==> src/logic/tpdd_pkg.sv <==
package tpdd_pkg;

  // Register indices; byte address is four times the index
  localparam logic [9:0] IDX_PANEL_CTRL   = 10'h02B;
  localparam logic [9:0] IDX_DEBOUNCE_CTRL = 10'h02C;
  localparam logic [9:0] IDX_IRQ_STATUS   = 10'h02D;
  localparam logic [9:0] IDX_IRQ_MASK     = 10'h02E;

  // touch_panel_control fields
  localparam int BIT_IF_ENABLE   = 7;
  localparam int BIT_DETECTED    = 5;
  localparam int BIT_IRQ_ENABLE  = 4;
  localparam int BIT_PLUS_Y      = 3;
  localparam int BIT_PLUS_X      = 2;
  localparam int BIT_MINUS_Y     = 1;
  localparam int BIT_MINUS_X     = 0;
  localparam logic [7:0] PANEL_CTRL_RESET = 8'h00;
  // Bit 5 is status and bit 6 is unused, so neither takes a write
  localparam logic [7:0] PANEL_CTRL_WMASK = 8'h9F;

  // touch_debounce_control fields
  localparam int BIT_DB_ENABLE = 7;
  localparam logic [7:0] DEBOUNCE_CTRL_RESET = 8'h00;

  // Weights of bits 0 up to 6
  localparam logic [10:0] DB_WEIGHT [7] = '{
    11'h001, 11'h002, 11'h004, 11'h008, 11'h040, 11'h100, 11'h400
  };

  // Interval = N * 64 - 16 system clock periods
  localparam int DB_SCALE_SHIFT = 6;
  localparam logic [16:0] DB_OFFSET = 17'h00010;
  localparam int DB_CNT_W = 17;

  // Interrupt status layout
  localparam int EVT_TOUCH   = 0;
  localparam int EVT_RELEASE = 1;
  localparam int EVT_W       = 2;
  localparam logic [EVT_W-1:0] IRQ_STATUS_RESET = 2'h0;
  localparam logic [EVT_W-1:0] IRQ_MASK_RESET   = 2'h0;

endpackage

==> src/logic/tpdd_top.sv <==
// Our own choice: register access over APB.
`timescale 1ns/10ps
// What this block does
// - Control bit 7 enables touch interface
// - Read-only bit 5 reports touch detected
// - Bit 4 gates detection onto external line
// - Bits 3..0 close the four drive switches
// - Debounce control bit 7 enables filtering
// - Interval is N times 64 minus 16 clocks
module tpdd_top (
  input  wire logic        I_CORE_CLK,
  input  wire logic        I_RST_B,
  input  wire logic        I_PSEL,
  input  wire logic        I_PENABLE,
  input  wire logic        I_PWRITE,
  input  wire logic [11:0] I_PADDR,
  input  wire logic [31:0] I_PWDATA,
  output logic      [31:0] O_PRDATA,
  output logic             O_PREADY,
  output logic             O_PSLVERR,
  input  wire logic        I_TOUCH_RAW,
  output logic             O_TOUCH_INTERFACE_ENABLE,
  output logic             O_PLUS_Y_SWITCH,
  output logic             O_PLUS_X_SWITCH,
  output logic             O_MINUS_Y_SWITCH,
  output logic             O_MINUS_X_SWITCH,
  output logic             O_EXTERNAL_IRQ_LINE_TWO,
  output logic             O_IRQ
);

  localparam int CW = tpdd_pkg::DB_CNT_W;
  localparam int EW = tpdd_pkg::EVT_W;

  logic [7:0]    panel_ctrl;
  logic [7:0]    debounce_ctrl;
  logic [EW-1:0] irq_status;
  logic [EW-1:0] irq_mask;
  logic [EW-1:0] read_snap;
  logic [EW-1:0] events;
  logic          touch_detected_flag;
  logic          touch_filtered;
  logic          touch_gated;
  logic [10:0]   weight_sum;
  logic [CW-1:0] scaled;
  logic [CW-1:0] interval;

  logic [9:0]    idx;
  logic          aligned;
  logic          hit_panel;
  logic          hit_debounce;
  logic          hit_status;
  logic          hit_mask;
  logic          mapped;
  logic          setup_ph;
  logic          access_done;
  logic          wr_done;
  logic          rd_done;
  logic [31:0]   next_rdata;

  // Address decode
  assign idx          = I_PADDR[11:2];
  assign aligned      = (I_PADDR[1:0] == 2'h0);
  assign hit_panel    = aligned && (idx == tpdd_pkg::IDX_PANEL_CTRL);
  assign hit_debounce = aligned && (idx == tpdd_pkg::IDX_DEBOUNCE_CTRL);
  assign hit_status   = aligned && (idx == tpdd_pkg::IDX_IRQ_STATUS);
  assign hit_mask     = aligned && (idx == tpdd_pkg::IDX_IRQ_MASK);
  assign mapped = hit_panel || hit_debounce || hit_status || hit_mask;

  // Zero wait states: every access phase completes at its first edge
  assign setup_ph    = I_PSEL && !I_PENABLE;
  assign O_PREADY    = 1'b1;
  assign access_done = I_PSEL && I_PENABLE;
  assign O_PSLVERR   = access_done && !mapped;
  assign wr_done     = access_done && I_PWRITE && mapped;
  assign rd_done     = access_done && !I_PWRITE && mapped;

  // touch_panel_control: bit 5 is status and bit 6 reads zero
  always_ff @(posedge I_CORE_CLK or negedge I_RST_B) begin
    if (!I_RST_B) begin
      panel_ctrl <= tpdd_pkg::PANEL_CTRL_RESET;
    end else if (wr_done && hit_panel) begin
      panel_ctrl <= I_PWDATA[7:0] & tpdd_pkg::PANEL_CTRL_WMASK;
    end
  end

  // touch_debounce_control
  always_ff @(posedge I_CORE_CLK or negedge I_RST_B) begin
    if (!I_RST_B) begin
      debounce_ctrl <= tpdd_pkg::DEBOUNCE_CTRL_RESET;
    end else if (wr_done && hit_debounce) begin
      debounce_ctrl <= I_PWDATA[7:0];
    end
  end

  always_ff @(posedge I_CORE_CLK or negedge I_RST_B) begin
    if (!I_RST_B) begin
      irq_mask <= tpdd_pkg::IRQ_MASK_RESET;
    end else if (wr_done && hit_mask) begin
      irq_mask <= I_PWDATA[EW-1:0];
    end
  end

  // Debounce interval from the weighted bits
  always_comb begin
    weight_sum = 11'h000;
    for (int i = 0; i < 7; i++) begin
      if (debounce_ctrl[i]) begin
        weight_sum = weight_sum + tpdd_pkg::DB_WEIGHT[i];
      end
    end
  end

  assign scaled = CW'({weight_sum, 6'h00});

  // N of zero would go negative; one cycle is the shortest wait
  always_comb begin
    if (scaled > tpdd_pkg::DB_OFFSET) begin
      interval = scaled - tpdd_pkg::DB_OFFSET;
    end else begin
      interval = CW'(1);
    end
  end

  // Disabled interface never reports a touch
  assign touch_gated = I_TOUCH_RAW && panel_ctrl[tpdd_pkg::BIT_IF_ENABLE];

  tpdd_debounce #(
    .CNT_W (CW)
  ) u_debounce (
    .i_clk      (I_CORE_CLK),
    .i_rst_b    (I_RST_B),
    .i_enable   (debounce_ctrl[tpdd_pkg::BIT_DB_ENABLE]),
    .i_interval (interval),
    .i_raw      (touch_gated),
    .o_valid    (touch_filtered)
  );

  always_ff @(posedge I_CORE_CLK or negedge I_RST_B) begin
    if (!I_RST_B) begin
      touch_detected_flag <= 1'b0;
    end else begin
      touch_detected_flag <= touch_filtered;
    end
  end

  // Detection edges feed the sticky status
  assign events[tpdd_pkg::EVT_TOUCH] =
    touch_filtered && !touch_detected_flag;
  assign events[tpdd_pkg::EVT_RELEASE] =
    !touch_filtered && touch_detected_flag;

  // Snapshot at setup so an event landing mid-read is kept
  always_ff @(posedge I_CORE_CLK or negedge I_RST_B) begin
    if (!I_RST_B) begin
      read_snap <= '0;
    end else if (setup_ph) begin
      read_snap <= irq_status;
    end
  end

  // Set wins over the read clear
  always_ff @(posedge I_CORE_CLK or negedge I_RST_B) begin
    if (!I_RST_B) begin
      irq_status <= tpdd_pkg::IRQ_STATUS_RESET;
    end else if (rd_done && hit_status) begin
      irq_status <= (irq_status & ~read_snap) | events;
    end else begin
      irq_status <= irq_status | events;
    end
  end

  always_ff @(posedge I_CORE_CLK or negedge I_RST_B) begin
    if (!I_RST_B) begin
      O_IRQ <= 1'b0;
    end else begin
      O_IRQ <= |(((irq_status | events) & irq_mask));
    end
  end

  // Read data is latched in the setup cycle
  always_comb begin
    next_rdata = 32'h0000_0000;
    if (hit_panel) begin
      next_rdata[7:0] = panel_ctrl;
      next_rdata[tpdd_pkg::BIT_DETECTED] = touch_detected_flag;
    end else if (hit_debounce) begin
      next_rdata[7:0] = debounce_ctrl;
    end else if (hit_status) begin
      next_rdata[EW-1:0] = irq_status;
    end else if (hit_mask) begin
      next_rdata[EW-1:0] = irq_mask;
    end
  end

  always_ff @(posedge I_CORE_CLK or negedge I_RST_B) begin
    if (!I_RST_B) begin
      O_PRDATA <= 32'h0000_0000;
    end else if (setup_ph && !I_PWRITE) begin
      O_PRDATA <= next_rdata;
    end
  end

  // Panel-side outputs
  always_ff @(posedge I_CORE_CLK or negedge I_RST_B) begin
    if (!I_RST_B) begin
      O_TOUCH_INTERFACE_ENABLE <= 1'b0;
      O_PLUS_Y_SWITCH          <= 1'b0;
      O_PLUS_X_SWITCH          <= 1'b0;
      O_MINUS_Y_SWITCH         <= 1'b0;
      O_MINUS_X_SWITCH         <= 1'b0;
    end else begin
      O_TOUCH_INTERFACE_ENABLE <= panel_ctrl[tpdd_pkg::BIT_IF_ENABLE];
      O_PLUS_Y_SWITCH  <= panel_ctrl[tpdd_pkg::BIT_PLUS_Y];
      O_PLUS_X_SWITCH  <= panel_ctrl[tpdd_pkg::BIT_PLUS_X];
      O_MINUS_Y_SWITCH <= panel_ctrl[tpdd_pkg::BIT_MINUS_Y];
      O_MINUS_X_SWITCH <= panel_ctrl[tpdd_pkg::BIT_MINUS_X];
    end
  end

  // Level follows detection; the external controller does the edge work
  always_ff @(posedge I_CORE_CLK or negedge I_RST_B) begin
    if (!I_RST_B) begin
      O_EXTERNAL_IRQ_LINE_TWO <= 1'b0;
    end else begin
      O_EXTERNAL_IRQ_LINE_TWO <= touch_filtered
        && panel_ctrl[tpdd_pkg::BIT_IRQ_ENABLE];
    end
  end

  if_off_a: assert property (
    @(posedge I_CORE_CLK) disable iff (!I_RST_B)
    !panel_ctrl[tpdd_pkg::BIT_IF_ENABLE] [*3] |-> !touch_detected_flag)
    else $error("Touch reported while interface disabled");

  flag_read_a: assert property (
    @(posedge I_CORE_CLK) disable iff (!I_RST_B)
    setup_ph && !I_PWRITE && hit_panel
      |=> O_PRDATA[tpdd_pkg::BIT_DETECTED] == $past(touch_detected_flag))
    else $error("Detection bit read back wrong");

  irq_gate_a: assert property (
    @(posedge I_CORE_CLK) disable iff (!I_RST_B)
    !panel_ctrl[tpdd_pkg::BIT_IRQ_ENABLE] |=> !O_EXTERNAL_IRQ_LINE_TWO)
    else $error("External interrupt raised while disabled");

  irq_pass_a: assert property (
    @(posedge I_CORE_CLK) disable iff (!I_RST_B)
    touch_filtered && panel_ctrl[tpdd_pkg::BIT_IRQ_ENABLE]
      |=> O_EXTERNAL_IRQ_LINE_TWO)
    else $error("Enabled touch did not reach external interrupt");

  switch_a: assert property (
    @(posedge I_CORE_CLK) disable iff (!I_RST_B)
    wr_done && hit_panel |=> ##1
      O_PLUS_Y_SWITCH == $past(I_PWDATA[tpdd_pkg::BIT_PLUS_Y], 2)
      && O_MINUS_X_SWITCH == $past(I_PWDATA[tpdd_pkg::BIT_MINUS_X], 2))
    else $error("Drive switch does not follow written bit");

  db_bypass_a: assert property (
    @(posedge I_CORE_CLK) disable iff (!I_RST_B)
    !debounce_ctrl[tpdd_pkg::BIT_DB_ENABLE] && touch_gated
      |=> touch_filtered)
    else $error("Unfiltered touch was delayed");

  db_interval_a: assert property (
    @(posedge I_CORE_CLK) disable iff (!I_RST_B)
    debounce_ctrl == 8'h81 |-> interval == 17'h00030)
    else $error("Debounce interval for N of one is not 48");

  db_hold_a: assert property (
    @(posedge I_CORE_CLK) disable iff (!I_RST_B)
    debounce_ctrl[tpdd_pkg::BIT_DB_ENABLE] && $rose(touch_filtered)
      && interval >= 17'h00002 |-> $past(touch_gated, 2))
    else $error("Filtered touch rose without a held raw touch");

  sticky_a: assert property (
    @(posedge I_CORE_CLK) disable iff (!I_RST_B)
    events[tpdd_pkg::EVT_TOUCH] |=> irq_status[tpdd_pkg::EVT_TOUCH])
    else $error("Touch event lost from status");

  irq_level_a: assert property (
    @(posedge I_CORE_CLK) disable iff (!I_RST_B)
    |(irq_status & irq_mask) |=> O_IRQ)
    else $error("Unmasked status bit did not raise interrupt");

  irq_quiet_a: assert property (
    @(posedge I_CORE_CLK) disable iff (!I_RST_B)
    irq_mask == '0 |=> !O_IRQ)
    else $error("Interrupt raised with every source masked");

  // A read clears only what it returned, so a late event is never lost
  read_clear_a: assert property (
    @(posedge I_CORE_CLK) disable iff (!I_RST_B)
    rd_done && hit_status && read_snap[tpdd_pkg::EVT_TOUCH]
      && !events[tpdd_pkg::EVT_TOUCH]
      |=> !irq_status[tpdd_pkg::EVT_TOUCH])
    else $error("Status read did not clear the touch event");

  db_write_a: assert property (
    @(posedge I_CORE_CLK) disable iff (!I_RST_B)
    wr_done && hit_debounce |=> debounce_ctrl == $past(I_PWDATA[7:0]))
    else $error("Debounce control write did not land");

endmodule

==> src/logic/tpdd_debounce.sv <==
`timescale 1ns/10ps
module tpdd_debounce #(
  parameter int CNT_W = tpdd_pkg::DB_CNT_W
) (
  input  wire logic             i_clk,
  input  wire logic             i_rst_b,
  input  wire logic             i_enable,
  input  wire logic [CNT_W-1:0] i_interval,
  input  wire logic             i_raw,
  output logic                  o_valid
);

  logic [CNT_W-1:0] run_cnt;
  logic [CNT_W-1:0] next_run_cnt;

  // Saturating count of consecutive cycles with raw touch present
  always_comb begin
    if (!i_raw) begin
      next_run_cnt = '0;
    end else if (run_cnt == i_interval) begin
      next_run_cnt = run_cnt;
    end else begin
      next_run_cnt = run_cnt + 1'b1;
    end
  end

  always_ff @(posedge i_clk or negedge i_rst_b) begin
    if (!i_rst_b) begin
      run_cnt <= '0;
    end else begin
      run_cnt <= next_run_cnt;
    end
  end

  // Release is not filtered so a lifted stylus is seen at once
  always_ff @(posedge i_clk or negedge i_rst_b) begin
    if (!i_rst_b) begin
      o_valid <= 1'b0;
    end else if (!i_enable) begin
      o_valid <= i_raw;
    end else begin
      o_valid <= i_raw && (next_run_cnt == i_interval);
    end
  end

  db_wait_a: assert property (
    @(posedge i_clk) disable iff (!i_rst_b)
    i_enable && $rose(o_valid) |-> $past(run_cnt) + 1'b1 >= i_interval)
    else $error("Debounced touch accepted before interval elapsed");

  db_pass_a: assert property (
    @(posedge i_clk) disable iff (!i_rst_b)
    !i_enable |=> o_valid == $past(i_raw))
    else $error("Bypass path did not follow raw touch");

endmodule

==> config.mk <==
export PLATFORM = sky130hd
export DESIGN_NAME = tpdd_top
export DESIGN_NICKNAME = d
export VERILOG_FILES = /design/src/logic/tpdd_pkg.sv /design/src/logic/tpdd_top.sv /design/src/logic/tpdd_debounce.sv
export SDC_FILE = /design/constraint.sdc
export NUM_CORES = 1
export LEC_CHECK = 0
export ABC_CLOCK_PERIOD_IN_PS = 4400
export BUFFER_PORTS_ARGS = -buffer_cell sky130_fd_sc_hd__buf_2
export CORE_ASPECT_RATIO = 2
export CORE_MARGIN = 2
export CORE_UTILIZATION = 53
export DETAILED_ROUTE_END_ITERATION = 10
export PLACE_DENSITY = 0.84
export SYNTH_ARGS = -nofsm -noshare
export SYNTH_HDL_FRONTEND = slang
export SYNTH_SLANG_ARGS = --single-unit
==> constraint.sdc <==
create_clock -name I_CORE_CLK -period 4.4 [get_ports I_CORE_CLK]
set_input_delay 0.22 -clock I_CORE_CLK [delete_from_list [all_inputs] [get_ports I_CORE_CLK]]
set_output_delay 0.22 -clock I_CORE_CLK [all_outputs]
set_load 0.01 [all_outputs]
==> results_dict.tcl <==
set metrics [dict create \
    dp_hpwl_um 6436 \
    yosys_warnings 0 \
    required_ns 4.59 \
    n_antenna_cell 0 \
    setup_violations 0 \
    cp.arrival_ns 3.68 \
    synth_top_area_share_pct 39.87 \
    p_clk_share_pct 44.2 \
    fin_setup_tns_ns 0 \
    holdWs_ns 0.02760 \
    synth_enable_flop_cells 0 \
    cts_root_buffer "clkbuf_16" \
    synth_cells 354 \
    ioPinCount 91 \
    p_seq_share_pct 48.8 \
    use_met2_pct 47.83 \
    clkLatencyLatePin_ns 0.30 \
    htreeDepth 2 \
    tightest_slew_ns 1.088 \
    ys_seq_elements 54 \
    die_y_um 117.1 \
    synth_area_leaders "dfrtp_1 40%, mux2_2 6.0%, buf_4 5.8%" \
    gr-usage-met1_pct 24.73 \
    cts_resized 0 \
    grt-busiest-layer "met2" \
    internal-power_mw 0.8198 \
    criticalPathCategory "flop to flop" \
    start_util_pct 54.16 \
    fmax_mhz 286.5 \
    drc 0 \
    clock_path_buffers 2 \
    grt_pass1_wl_um 13480 \
    hold_path_class "primary input to asynchronous set/reset pin" \
    post-route-min-period_ns 3.490 \
    switchingPower_mw 0.2347 \
    cts_tree "yes" \
    post_cts_buffers 0 \
    path_clk_slew_ns 0.07 \
    rsz0062_at_grt "false" \
    async_flop_share_pct 100.0 \
    gr-total-overflow 0 \
    wl_per_cell_um 17.89 \
    relSlewSlack_pct 26.77 \
    powerDensity_nw_per_um2 285.7 \
    p_comb_share_pct 7.0 \
    ys_types 65 \
    grt_max_degree 55 \
    netSwitchingFraction_pct 22.25 \
    final.period_utilization_pct 79.33 \
    final_max_slew_viol_count 0 \
    synth_top_flop_cell "dfrtp_1" \
    antenna_found_initial 0 \
    ctsHoldBuffers 0 \
    hold_viol 0 \
    startpoint_type "flop" \
    num_rows 41 \
    irDropWorstVdd_mv 0.4670 \
    yosysMostFrequentCell "dfrtp_1" \
    vias 2790 \
    grt_pass1_vias 2859 \
    syn_avg_cell_area_sq_um 9.575 \
    ys_seq_area_share_pct 39.87 \
    cts.sinks 54 \
    drive_gt1_share_pct 21.56 \
    die_area_sq_um 7090 \
    fin_skew_ns 0.008074 \
    cp_max_fo 12 \
    wirelength_um 8427 \
    use_met3_pct 3.956 \
    ys_top_cells_by_count "54 x dfrtp_1, 38 x nor2_1, 26 x buf_4" \
    status "completed" \
    place_congestion 0.9379 \
    core_sq_um 6259 \
    yosysTopAreaCell "dfrtp_1" \
    vias_per_cell 5.924 \
    grtUsageTotal_pct 26.09 \
    numPortBuffers 41 \
    drv_cap 0 \
    syn-cell-area_sq_um 3390 \
    synthToLayoutAreaGrowth_pct 8.896 \
    die_w_um 60.55 \
    drt_pass1_iterations 4 \
    p_leak_nw 1.678 \
    crit_path_end_kind "flop" \
    initialDrtViolationCount 74 \
    nets 437 \
    numCtsBuffers 5 \
    ant_nets 0 \
]
## layout make-up
type                       instances  area [sq um]
inverter                          13         48.80
multi-input combinational        267          1785
sequential                        54          1351
clock inverter                     2         38.79
fill                             549          2567
timing repair buffer              43         220.2
clock buffer                       6         138.9
tap                               86         107.6
## power by group through the flow
stage | logic (mW) | registers [mW] | clock network [mW]
2_1_floorplan | 0.0455 | 0.528 | 0
3_3_place_gp | 0.0716 | 0.523 | 0
3_5_place_dp | 0.0743 | 0.524 | 0
4_1_cts | 0.0744 | 0.514 | 0.474
5_1_grt | 0.0839 | 0.515 | 0.487
6_report | 0.0736 | 0.515 | 0.466
## state kept, by name (all words and copies together), names as in the netlist
signal and cells:
u_debounce.o_valid 1, debounce_ctrl 8, touch_detected_flag 1, O_EXTERNAL_IRQ_LINE_TWO 1, O_PLUS_Y_SWITCH 1, O_MINUS_Y_SWITCH 1, O_IRQ 1, O_TOUCH_INTERFACE_ENABLE 1
O_PLUS_X_SWITCH 1, O_PRDATA 8, read_snap 2, u_debounce.run_cnt 17, irq_status 2, panel_ctrl 6, O_MINUS_X_SWITCH 1, irq_mask 2
## cells in the final DEF, fill, tap and decap left out, types with 4 or more instances in the layout
master and count:
dfrtp_1 54, buf_2 41, nor2_1 38, conb_1 25, mux2_2 18, nand2_1 17, xnor2_1 17, a21oi_1 16
inv_1 13, nand3_1 12, o21ai_0 10, nor4_1 9, a22oi_1 7, and3_1 6, xor2_1 6, or3_1 5
nor2b_1 5, clkbuf_16 5, nand2b_1 4, o31ai_1 4, mux2i_1 4
## through the flow
stage                     instances  total power [mW]  util [%]  area, sq um  worst slack (ns)
final                           471             1.055     58.98         3691            0.9096
after global routing            471             1.086     58.98         3691            0.6300
after CTS                       471             1.062     58.98         3691            0.9972
after detailed placement        463            0.5979     56.14         3513             1.011
after global placement          463            0.5945     56.14         3513             1.075
after floorplan                 377            0.5735         -         3476             1.337
## critical path, cell delays in order (launching register included)
cell and delay, ns:
dfrtp_1 0.60, inv_1 0.09, ha_1 0.25, or3b_1 0.31, inv_1 0.15, ha_1 0.22
xnor2_1 0.38, xnor2_1 0.12, a41oi_1 0.30, a21oi_1 0.16, a21boi_2 0.19, mux2i_2 0.31
a311oi_1 0.09, a31o_1 0.23
## layer usage
layer | wire [um] | share of wire, % | up-vias
met4 | 580 | 6.9 | 0
met3 | 320 | 3.8 | 42
met1 | 2736 | 32 | 1333
met5 | 0 | 0 | -
met2 | 4789 | 57 | 128
li1 | - | - | 1287
## kinds of logic (layout without fill, tap and decap cells)
logic type	count (synthesis)	in the layout	share of synthesized area, %
AND/OR/NAND/NOR	125	125	19.60
AO/OA/AOI/OAI	67	67	14.99
buffers and inverters	56	64	10.00
flip-flops	54	54	39.87
XOR/XNOR	24	24	6.644
multiplexers	23	23	7.567
adder cells (fa/ha/maj)	3	3	1.108
other	2	25	0.2216
## final timing paths
kind / start / endpoint / slack, ns / cells past startpoint
setup / recovery: debounce_ctrl[0] / u_debounce.o_valid / 0.91 / 13
hold / removal: I_RST_B / u_debounce.run_cnt[3] / 0.03 / 2
setup reg to reg: debounce_ctrl[0] / u_debounce.o_valid / 0.91 / 13
hold reg to reg: panel_ctrl[2] / O_PLUS_X_SWITCH / 0.41 / 0
max in group asynchronous: I_RST_B / u_debounce.run_cnt[14] / 3.90 / 2
min in group I_CORE_CLK: I_PWDATA[5] / debounce_ctrl[5] / 0.15 / 2
Note: power is estimated with default switching activity, not from simulation.
